$ cat config.mk
export PLATFORM = sky130hd
export DESIGN_NAME = sps_core
export DESIGN_NICKNAME = d
export VERILOG_FILES = /design/src/sps_pkg.sv /design/src/sps_core.sv
export SDC_FILE = /design/constraint.sdc
export NUM_CORES = 1
export LEC_CHECK = 0
export BUFFER_PORTS_ARGS = -buffer_cell sky130_fd_sc_hd__buf_2
export CORE_ASPECT_RATIO = 0.9
export CORE_MARGIN = 3
export CORE_UTILIZATION = 58
export CTS_CLUSTER_DIAMETER = 60
export CTS_CLUSTER_SIZE = 30
export DETAILED_ROUTE_END_ITERATION = 8
export GPL_TIMING_DRIVEN = 0
export PLACE_DENSITY = 0.85
export SLEW_MARGIN = 20
export SYNTH_ARGS = -nofsm -noshare
export SYNTH_HDL_FRONTEND = slang
export SYNTH_SLANG_ARGS = --single-unit
$ cat constraint.sdc
create_clock -name CLK_I -period 8.1 [get_ports CLK_I]
set_input_delay 1.62 -clock CLK_I [delete_from_list [all_inputs] [get_ports CLK_I]]
set_output_delay 1.62 -clock CLK_I [all_outputs]
set_load 0.02 [all_outputs]
$ cat src/sps_pkg.sv
// constants, register map and types of the spi serial port core
package sps_pkg;
   // bus and register map
   localparam int         SPS_AW          = 8;
   localparam logic [7:0] SPS_CTRL_OFS    = 8'h14;
   localparam logic [7:0] SPS_STAT_OFS    = 8'h94;
   localparam logic [7:0] SPS_BUF_OFS     = 8'h18;
   localparam logic [7:0] SPS_IRQ_ST_OFS  = 8'h1c;
   localparam logic [7:0] SPS_IRQ_MSK_OFS = 8'h20;
   // values after reset
   localparam logic [7:0] SPS_CTRL_RST    = 8'h00;
   localparam logic [1:0] SPS_STAT_RST    = 2'h0;
   localparam logic [7:0] SPS_BUF_RST     = 8'h00;
   // mode field codes
   localparam logic [3:0] SPS_MODE_D16    = 4'h1;
   localparam logic [3:0] SPS_MODE_D64    = 4'h2;
   localparam logic [3:0] SPS_MODE_TMR    = 4'h3;
   localparam logic [3:0] SPS_MODE_SLV_SS = 4'h4;
   localparam logic [3:0] SPS_MODE_SLV    = 4'h5;
   // clock division and cycle counts
   localparam int         SPS_DIV16       = 16;
   localparam int         SPS_DIV64       = 64;
   localparam logic [5:0] SPS_HALF16      = 6'(SPS_DIV16 / 2);
   localparam logic [5:0] SPS_HALF64      = 6'(SPS_DIV64 / 2);
   // serial clock edge indices of one byte
   localparam logic [4:0] SPS_EDGE_LAST   = 5'h0f;
   localparam logic [4:0] SPS_EDGE_END    = 5'h10;
   localparam logic [4:0] SPS_SAMP_SPAN   = 5'h0e;
   localparam logic [4:0] SPS_SHIFT_LAST  = 5'h0e;

   typedef struct packed {
      logic       write_collision;
      logic       ovf;
      logic       en;
      logic       clock_idle_polarity;
      logic [3:0] mode;
   } sps_ctrl_t;

   typedef struct packed {
      logic sample_phase;
      logic cke;
   } sps_stat_t;

   typedef enum logic [1:0] {
      SPS_IDLE = 2'b01,
      SPS_RUN  = 2'b10
   } sps_state_t;
endpackage

$ cat src/sps_core.sv
// spi serial port core with apb registers and pin synchronisers
//
// Chosen here: register access over APB.

module sps_sync #(
   parameter int W = 1
) (
   input  wire logic         CLK_I,
   input  wire logic         RESET_I,
   input  wire logic [W-1:0] D_I,
   output logic      [W-1:0] Q_O
);
   logic [W-1:0] s1_reg;
   logic [W-1:0] s2_reg;
   logic [W-1:0] s3_reg;
   logic [W-1:0] q_reg;
   logic [W-1:0] q_next;

   // glitch filter: accept only when stages two and three agree
   always_comb begin
      q_next = (s2_reg == s3_reg) ? s3_reg : q_reg;
   end

   always_ff @(posedge CLK_I or posedge RESET_I) begin
      if (RESET_I) begin
         s1_reg <= '0;
         s2_reg <= '0;
         s3_reg <= '0;
         q_reg  <= '0;
      end else begin
         s1_reg <= D_I;
         s2_reg <= s1_reg;
         s3_reg <= s2_reg;
         q_reg  <= q_next;
      end
   end

   assign Q_O = q_reg;
endmodule

module sps_core (
   // clock and reset
   input  wire logic                    CLK_I,
   input  wire logic                    RESET_I,
   // apb slave
   input  wire logic                    PSEL_I,
   input  wire logic                    PENABLE_I,
   input  wire logic                    PWRITE_I,
   input  wire logic [sps_pkg::SPS_AW-1:0] PADDR_I,
   input  wire logic [31:0]             PWDATA_I,
   output logic      [31:0]             PRDATA_O,
   output logic                         PREADY_O,
   output logic                         PSLVERR_O,
   // timer two output pulse
   input  wire logic                    TIMER_TWO_I,
   // spi pins
   input  wire logic                    SCK_I,
   output logic                         SCK_O,
   output logic                         SCK_OE_O,
   input  wire logic                    SDI_I,
   output logic                         SDO_O,
   output logic                         SDO_OE_O,
   input  wire logic                    SS_N_I,
   // interrupt
   output logic                         IRQ_O
);
   import sps_pkg::*;

   sps_ctrl_t  ctrl_reg, ctrl_next;
   sps_stat_t  stat_reg, stat_next;
   sps_state_t st_reg, st_next;
   logic [7:0] buf_reg, buf_next;
   logic [7:0] sr_reg, sr_next;
   logic [4:0] e_reg, e_next;
   logic [5:0] div_reg, div_next;
   logic       bf_reg, bf_next;
   logic       ist_reg, ist_next;
   logic       msk_reg, msk_next;
   logic       ob_reg, ob_next;
   logic       sck_reg, sck_next;
   logic       sckd_reg;
   logic [31:0] prd_reg, prd_next;
   logic       err_reg, err_next;
   logic [2:0] pins_f;
   logic       sck_f, sdi_f, ss_n_f;
   logic       master, slave, sel, busy;
   logic       half_tick, edge_v, samp, sh, done, smp_eff;
   logic [4:0] bs, bo;
   logic       setup, acc_wr, acc_rd, hit, buf_wr;

   sps_sync #(.W(3)) u_sync (
      .CLK_I   (CLK_I),
      .RESET_I (RESET_I),
      .D_I     ({SCK_I, SDI_I, SS_N_I}),
      .Q_O     (pins_f)
   );
   assign sck_f  = pins_f[2];
   assign sdi_f  = pins_f[1];
   assign ss_n_f = pins_f[0];

   // mode decode
   always_comb begin
      master = ctrl_reg.en && (ctrl_reg.mode == SPS_MODE_D16 ||
               ctrl_reg.mode == SPS_MODE_D64 ||
               ctrl_reg.mode == SPS_MODE_TMR);
      slave  = ctrl_reg.en && (ctrl_reg.mode == SPS_MODE_SLV_SS ||
               ctrl_reg.mode == SPS_MODE_SLV);
      // free select pin ignored in the select-less slave mode
      sel    = (ctrl_reg.mode == SPS_MODE_SLV) || !ss_n_f;
      busy   = (st_reg == SPS_RUN) || (slave && e_reg != 5'h00);
      unique case (ctrl_reg.mode)
         SPS_MODE_D16: half_tick = (div_reg == SPS_HALF16 - 6'h01);
         SPS_MODE_D64: half_tick = (div_reg == SPS_HALF64 - 6'h01);
         default:      half_tick = TIMER_TWO_I;
      endcase
      // slave side always samples mid-bit
      smp_eff = master && stat_reg.sample_phase;
      bs = {4'h0, ~stat_reg.cke} + {4'h0, smp_eff};
      bo = stat_reg.cke ? 5'h01 : 5'h02;
      samp = e_reg >= bs && e_reg <= bs + SPS_SAMP_SPAN &&
             e_reg[0] == bs[0];
      sh   = e_reg >= bo && e_reg <= SPS_SHIFT_LAST &&
             e_reg[0] == bo[0];
   end

   // apb decode
   always_comb begin
      setup  = PSEL_I && !PENABLE_I;
      acc_wr = PSEL_I && PENABLE_I && PWRITE_I;
      acc_rd = PSEL_I && PENABLE_I && !PWRITE_I;
      hit    = PADDR_I == SPS_CTRL_OFS || PADDR_I == SPS_STAT_OFS ||
               PADDR_I == SPS_BUF_OFS || PADDR_I == SPS_IRQ_ST_OFS ||
               PADDR_I == SPS_IRQ_MSK_OFS;
      buf_wr = acc_wr && PADDR_I == SPS_BUF_OFS;
      prd_next = prd_reg;
      err_next = 1'b0;
      if (setup) begin
         err_next = !hit;
         prd_next = 32'h0;
         case (PADDR_I)
            SPS_CTRL_OFS:    prd_next[7:0] = ctrl_reg;
            SPS_STAT_OFS:    prd_next[7:0] = {stat_reg, 5'h00,
                                             bf_reg};
            SPS_BUF_OFS:     prd_next[7:0] = buf_reg;
            SPS_IRQ_ST_OFS:  prd_next[0]   = ist_reg;
            SPS_IRQ_MSK_OFS: prd_next[0]   = msk_reg;
            default:         prd_next      = 32'h0;
         endcase
      end
   end

   // shift engine and registers
   always_comb begin
      ctrl_next = ctrl_reg;
      stat_next = stat_reg;
      buf_next  = buf_reg;
      bf_next   = bf_reg;
      ist_next  = ist_reg;
      msk_next  = msk_reg;
      st_next   = st_reg;
      e_next    = e_reg;
      sr_next   = sr_reg;
      ob_next   = ob_reg;
      sck_next  = sck_reg;
      div_next  = div_reg;
      edge_v    = 1'b0;
      done      = 1'b0;
      // clears first so a same-cycle set wins
      if (acc_rd && PADDR_I == SPS_BUF_OFS)
         bf_next = 1'b0;
      if (acc_wr && PADDR_I == SPS_IRQ_ST_OFS && PWDATA_I[0])
         ist_next = 1'b0;
      if (st_reg == SPS_RUN) begin
         if (half_tick) begin
            div_next = 6'h00;
            edge_v   = 1'b1;
            if (e_reg <= SPS_EDGE_LAST)
               sck_next = ~sck_reg;
         end else begin
            div_next = div_reg + 6'h01;
         end
      end else begin
         sck_next = ctrl_reg.clock_idle_polarity;
         if (slave && sel)
            edge_v = sck_f != sckd_reg;
      end
      if (edge_v) begin
         if (samp)
            sr_next = {sr_reg[6:0], sdi_f};
         if (sh)
            ob_next = samp ? sr_reg[6] : sr_reg[7];
         e_next = e_reg + 5'h01;
         done = e_reg == (master ? SPS_EDGE_END : SPS_EDGE_LAST);
      end
      if (done) begin
         buf_next = sr_next;
         bf_next  = 1'b1;
         ist_next = 1'b1;
         e_next   = 5'h00;
         st_next  = SPS_IDLE;
         sck_next = ctrl_reg.clock_idle_polarity;
      end
      // deselect aborts a partial slave byte
      if (ctrl_reg.mode == SPS_MODE_SLV_SS && ss_n_f)
         e_next = 5'h00;
      if (!ctrl_reg.en) begin
         st_next = SPS_IDLE;
         e_next  = 5'h00;
      end
      if (acc_wr && PADDR_I == SPS_CTRL_OFS)
         ctrl_next = PWDATA_I[7:0];
      if (acc_wr && PADDR_I == SPS_STAT_OFS)
         stat_next = PWDATA_I[7:6];
      if (acc_wr && PADDR_I == SPS_IRQ_MSK_OFS)
         msk_next = PWDATA_I[0];
      if (buf_wr) begin
         if (busy) begin
            // colliding write is dropped, shift keeps going
            ctrl_next.write_collision = 1'b1;
         end else begin
            buf_next = PWDATA_I[7:0];
            sr_next  = PWDATA_I[7:0];
            ob_next  = PWDATA_I[7];
            if (master) begin
               st_next  = SPS_RUN;
               e_next   = 5'h00;
               div_next = 6'h00;
            end
         end
      end
   end

   always_ff @(posedge CLK_I or posedge RESET_I) begin
      if (RESET_I) begin
         ctrl_reg <= SPS_CTRL_RST;
         stat_reg <= SPS_STAT_RST;
         buf_reg  <= SPS_BUF_RST;
         sr_reg   <= SPS_BUF_RST;
         bf_reg   <= 1'b0;
         ist_reg  <= 1'b0;
         msk_reg  <= 1'b0;
         st_reg   <= SPS_IDLE;
         e_reg    <= 5'h00;
         ob_reg   <= 1'b0;
         sck_reg  <= 1'b0;
         sckd_reg <= 1'b0;
         div_reg  <= 6'h00;
         prd_reg  <= 32'h0;
         err_reg  <= 1'b0;
      end else begin
         ctrl_reg <= ctrl_next;
         stat_reg <= stat_next;
         buf_reg  <= buf_next;
         sr_reg   <= sr_next;
         bf_reg   <= bf_next;
         ist_reg  <= ist_next;
         msk_reg  <= msk_next;
         st_reg   <= st_next;
         e_reg    <= e_next;
         ob_reg   <= ob_next;
         sck_reg  <= sck_next;
         sckd_reg <= sck_f;
         div_reg  <= div_next;
         prd_reg  <= prd_next;
         err_reg  <= err_next;
      end
   end

   // zero wait state: answer in the first access cycle
   assign PREADY_O  = 1'b1;
   assign PRDATA_O  = prd_reg;
   assign PSLVERR_O = err_reg && PSEL_I && PENABLE_I;
   assign SCK_O     = sck_reg;
   assign SCK_OE_O  = master;
   assign SDO_O     = ob_reg;
   assign SDO_OE_O  = master || (slave && sel);
   assign IRQ_O     = ist_reg && msk_reg;
endmodule

==> impl_results.md, run 1 <==
- Clk sinks: 66
- Via Count: just over 3000
- Post-CTS Setup Inserts: 0
- Slowest cell on the critical path: and3_1
- DR DRC count: 0
- Routed met3 length: a little over 600 um
- Core Box Area: between 0.005 and 0.006 mm^2
- Layout cells sized above 1: between 20% and 30%
- Cell Pwr Density: 160 mW/mm^2
- RR Startpoint: ctrl_reg[5]$_DFFE_PP0P_
- Gate power share: 11.2%
- Worst path cell trace: buf_2, and3_1, buf_2
- Tcrit/Tclk final: 45.2%
- Number of slew-limit violations in the final report: 0
- # diodes: 0
- WL met2: 3870 um
- CP arrival: 2.04 ns
- Count of state elements after synthesis: 66
- Post-DR vias/cell: 5.65
- Avg Cell Area, Syn: approximately 9.9 um^2
- Crit. End Element: output pin
- Global-route wire length before repair: 13400 um
- DP Worst Slack: 4.44 ns
- CTS clk-pin slew, worst paths: 0.07 ns
- Root Buffer: clkbuf_8
- Area share of the largest cell type after synthesis: 44.0%
- Gpl congestion: approximately 0.85
- Vias in the first global route: ~2800
- CP Launch Type: input pin
- WL met1: 3600 um
- Critical path class: in -> out
- CTS Buf Count: 9
- Grt total ovfl: 0
- Post-synth EDFFs: 0
- Initial Utilization: 62.4%
- CP required: 6.48 ns
- Worst min path class: reg -> reg
- WL final: 8250 um
- WHS Endpoint: u_sync.s2_reg[0]$_DFF_PP0_
- Clock tree buffer depth: 2
- Least-Margin Pin Slew: 0.685 ns
- Clock Power Share: 37.0%
- Worst min-delay path startpoint: u_sync.s1_reg[0]$_DFF_PP0_
- Status: finished clean
- Max VDD drop: 0.000132 V
- Top_reg_cell synth: dfrtp_1
- Initial DRT Pass Iterations: 5
- Full die area: 0.00737 mm^2
- Worst r2r path cells: 11
- RSZ-0062 raised after global routing: false
- Design Area, Final: 0.00428 mm^2
- Num rows: 26
- Post-synth top cells: dfrtp_1, nand2_1, buf_4
- Setup violators final: 0
- Largest net degree at the start of global routing: 44
- Synthesis-to-layout area growth: 15.8%
- Worst-case clock skew: 0.00719 ns
- Yosys cell types: 59
- Mapped Cells: ~370
- CP most frequent cell: buf_2
- Seq/Total Area, Yosys: around 45%
- Die H: 81.7 um
- Final worst slack: 4.44 ns
- Reg2reg end: buf_reg[5]$_DFF_PP0_
- MaxCap Viol Count: 0
- Crit path time final: 3.66 ns
- Die Width: ~90 um
- Worst-Skew Late Latency: between 0.3 and 0.4 ns
- Setup TNS: 0 ns
- GRT Total Usage: 23.4%
- DP Area: 0.00410 mm^2
- Slowest cell delay on critical path: 0.15 ns
- Reg2reg setup slack: 4.62 ns
- Cell with the most instances after synthesis: dfrtp_1
- Initial antenna violation count: 0
- Pint: 494 uW
- Sequential share of power: 51.8%
- Yosys warning count: 0
- Max-slew headroom: between 50 and 60%
- NetSw: about 190 uW
- Sw frac: roughly 28%
- Post-Synthesis Cell Area: 0.00370 mm^2
- First-iteration detailed-routing DRC count: between 200 and 300
- FFs w/ async S/R, synth: between 90% and 100%
- Final hold vios: 0
- Synth area leaders: dfrtp_1, buf_4, ha_1
- CTS tree: done
- Post-layout net count: 506
- I/O pins: 88
- Hold_buf cts: 0
- Max layer used: met4
- Synth area leader: dfrtp_1
- Leakage: 0.00203 uW
- Routed len/inst: between 15 and 20 um
- Max Fclk: between 200 and 300 MHz
- Final ANT Viol Nets: 0
- PortBufs: 38
- H-tree levels: 3
- Hpwl dp: slightly above 6000 um
- Crit-path max FO: 4
- Post-cts resize count: 0
- Worst hold stages: 0
-- cells by family (layout without fill, tap and decap cells) --
group	Yosys count	after routing	share of synthesized area, %
adder cells (fa/ha/maj)	12	12	4.06
XOR/XNOR	6	6	1.42
flip-flops	66	66	44.7
other	2	25	0.203
buffers and inverters	56	111	8.83
AO/OA/AOI/OAI	74	74	14.8
AND/OR/NAND/NOR	134	134	19.7
multiplexers	22	22	6.36
-- cells in the final DEF (no fill, tap or decap), types with 4 or more instances in the layout --
| master | Yosys | final |
|---|---|---|
| a21oi_1 | 14 | 14 |
| xnor2_1 | 5 | 5 |
| or3_1 | 4 | 4 |
| nand3_1 | 17 | 17 |
| and3_1 | 7 | 7 |
| nor3_1 | 5 | 5 |
| buf_2 | 3 | 41 |
| mux2i_1 | 10 | 10 |
| clkbuf_1 | 11 | 11 |
| inv_1 | 13 | 12 |
| clkbuf_8 | 0 | 10 |
| nor2_1 | 23 | 23 |
| nand4b_1 | 4 | 4 |
| a22oi_1 | 5 | 5 |
| nor2b_1 | 7 | 7 |
| dfrtp_1 | 65 | 65 |
| conb_1 | 2 | 25 |
| mux2_2 | 12 | 12 |
| nand4_1 | 13 | 13 |
| o211ai_1 | 19 | 19 |
| o21ai_0 | 10 | 10 |
| nand2_1 | 30 | 30 |
| ha_1 | 12 | 12 |
| buf_4 | 26 | 26 |
-- worst max-delay path: cells and delay by family --
family                 cells  cell delay (ns)
AND/OR/NAND/NOR            1             0.15
buffers and inverters      2             0.27
-- per-stage QoR --
step / hold slack (ns) / instances / utilization [%] / power [uW]
2_1_floorplan: 0.331 / 395 / - / 412
3_3_place_gp: 0.333 / 517 / 68.9 / 433
3_5_place_dp: 0.336 / 518 / 69.3 / 437
4_1_cts: 0.353 / 534 / 72.3 / 689
5_1_grt: 0.360 / 534 / 72.3 / 713
6_report: 0.351 / 534 / 72.3 / 684
-- power by group through the flow --
stage,combinational [uW],sequential [uW],clock (uW)
after floorplan,48.4,364,0
after global placement,72.9,360,0
after detailed placement,76.2,361,0
after CTS,76.5,355,257
after global routing,84.0,356,272
final,76.4,355,253
-- final cells by class --
class	instances	area, um^2
Multi-Input combinational cell	273	1800
Timing Repair Buffer	39	210
Clock inverter	6	41.3
Buffer	43	278
Tap cell	84	105
Inverter	13	51.3
Clock buffer	10	138
Sequential cell	66	1650
Fill cell	418	1640
-- worst max-delay path by stage --
stage                                 start                   end  depth (start not counted)
finish                               PSEL_I             PSLVERR_O                          3
CTS                                  PSEL_I             PSLVERR_O                          3
detailed placement                   PSEL_I             PSLVERR_O                          3
global placement                    RESET_I  div_reg[5]$_DFF_PP0_                          2
floorplan                            PSEL_I             PSLVERR_O                          1
global route        ctrl_reg[5]$_DFFE_PP0P_  buf_reg[4]$_DFF_PP0_                         11
-- layer usage --
metal | vias up | global-route usage, %
met5 | - | 0
met4 | 0 | 8.87
met3 | 19 | 6.04
met2 | 125 | 39.7
met1 | 1420 | 29.4
li1 | 1454 | -
Note: power is estimated with default switching activity, not from simulation.
==> run 2: changes to the inputs <==
- CORE_UTILIZATION: 58 -> 49
- PLACE_DENSITY: 0.85 -> 0.77
- clock period: 8.1 -> 3.01 ns (I/O delays scaled with it)
==> impl_results.md, run 2 (same netlist as run 1, synthesis figures left out) <==
- Tcrit/Tclk final: 93.2%
- Reg2reg setup slack: 0.20 ns
- RSZ-0062 raised after global routing: false
- Final hold vios: 0
- Filler cells: 609
- # diodes: 0
- CTS Buf Count: 9
- Root Buffer: clkbuf_8
- Hold Slack: about 0.20 ns
- PortBufs: 38
- CP Launch Type: flip-flop
- First-iteration detailed-routing DRC count: 145
- Reg2reg end: buf_reg[5]$_DFF_PP0_
- Routed len/inst: 15.4 um
- CP arrival: 3.03 ns
- Crit. End Element: flip-flop
- Post-DR vias/cell: 5.52
- Clk sinks: 66
- CTS clk-pin slew, worst paths: approximately 0.070 ns
- Core Box Area: 0.00718 mm^2
- Max-slew headroom: 56.4%
- Worst Setup SP: ctrl_reg[0]$_DFFE_PP0P_
- Crit-path leading delay family: simple AND/OR/NAND/NOR gates
- Multi-input logic area: 0.00182 mm^2
- CP required: 3.23 ns
- Max Fclk: 356 MHz
- Worst-Skew Late Latency: approximately 0.35 ns
- Least-Margin Pin Slew: 0.647 ns
- H-tree levels: 3
- Critical path class: reg -> reg
- Setup TNS: 0 ns
- WL final: 8400 um
- Largest net degree at the start of global routing: 47
- Slowest cell delay on critical path: roughly 0.47 ns
- Cell Pwr Density: 471 mW/mm^2
- Most frequent cells in the layout: dfrtp_1, buf_2, nand2_1
- DR DRC count: 0
- Number of slew-limit violations in the final report: 0
- Layout cells sized above 1: 25.3%
- Clock tree buffer depth: 2
- CTS tree: done
- Commonest non-fill, non-tap cell in the layout: dfrtp_1
- Leakage: roughly 0.0021 uW
- Seq. cell area: 0.00165 mm^2
- Pwr Total: 2070 uW
- Hold_buf cts: 0
- Levels on crit path: 11
- Final ANT Viol Nets: 0
- Worst r2r path cells: 11
- Slowest cell on the critical path: dfrtp_1
- GRT Total Usage: 19.7%
- Synthesis-to-layout area growth: 18.7%
- Via Count: about 3000
- Max VDD drop: 0.000391 V
- Full die area: 0.00863 mm^2
- Global-route wire length before repair: 13500 um
- Crit-path max FO: 10
- Setup violators final: 0
- CP most frequent cell: ha_1
- Die H: a little under 90 um
- Initial DRT Pass Iterations: 6
- Initial antenna violation count: 0
- Initial Utilization: 51.5%
- Post-layout net count: 507
- I/O pins: 88
- Worst min path class: in -> async
- Number of buffers and inverters on the critical path: 2
- Grt total ovfl: 0
- Worst setup path endpoint: buf_reg[5]$_DFF_PP0_
- Die Width: 97.6 um
- Crit path time final: 2.81 ns
- RR Startpoint: ctrl_reg[0]$_DFFE_PP0P_
- Status: finished clean
- Vias in the first global route: 2796
- Num rows: 29
- Hpwl dp: between 6000 and 7000 um
- Gpl congestion: 0.856
- Worst-case clock skew: 0.00531 ns
- MaxCap Viol Count: 0
- Worst path cell trace: or2_2, and3_1, ha_1, inv_1, ha_1, nor2b_1, o21ai_0, a21oi_2, clkbuf_4, mux2i_1, o211ai_1
==> run 2: timing repair <==
| item | CTS | global route |
|---|---|---|
| resized for setup | 3 | 4 |
| setup buffers | 1 | 0 |
| endpoints found under the hold margin | 0 | 0 |
| endpoints found under the setup margin | 12 | 2 |
| pin swaps | 1 | 0 |
==> run 2: layout make-up <==
class                           count  area share (%)
Sequential cell                    66            37.7
Inverter                           13            1.17
Clock buffer                        9            2.82
Clock inverter                      7            2.68
Timing Repair Buffer               40            5.13
Buffer                             43            6.41
Multi-Input combinational cell    273            41.4
Tap cell                           93            2.65
==> run 2: how the worst min path moves through the flow <==
stage / from / slack (ns) / depth (start not counted) / to
after floorplan: u_sync.s1_reg[0]$_DFF_PP0_ / 0.33 / 0 / u_sync.s2_reg[0]$_DFF_PP0_
after global placement: u_sync.s1_reg[1]$_DFF_PP0_ / 0.34 / 0 / u_sync.s2_reg[1]$_DFF_PP0_
after detailed placement: u_sync.s1_reg[0]$_DFF_PP0_ / 0.34 / 0 / u_sync.s2_reg[0]$_DFF_PP0_
after CTS: RESET_I / 0.20 / 2 / u_sync.s1_reg[1]$_DFF_PP0_
after global routing: RESET_I / 0.21 / 2 / u_sync.s1_reg[1]$_DFF_PP0_
final: RESET_I / 0.20 / 2 / u_sync.s1_reg[1]$_DFF_PP0_
==> run 2: per-stage QoR <==
stage	setup slack [ns]	instances	cell area (um^2)	util, %
after detailed placement	-0.372	527	4120	57.3
after floorplan	0.197	395	3780	-
after CTS	0.155	544	4380	61.0
final	0.204	544	4390	61.1
after global placement	-0.260	526	4090	56.9
after global routing	0.0195	544	4390	61.1
==> run 2: report_power, final <==
group,total (uW),switching [uW],internal [uW]
Combinational,207,121,85.5
Sequential,954,27.6,926
Clock,907,358,550
==> run 2: per-layer routing <==
metal	track usage [%]	vias to the layer above	part of all wire, %
met1	24.8	1424	45
met2	32.6	105	47
met3	5.67	14	7.0
met4	7.30	0	1.6
met5	0	-	0
li1	-	1458	-
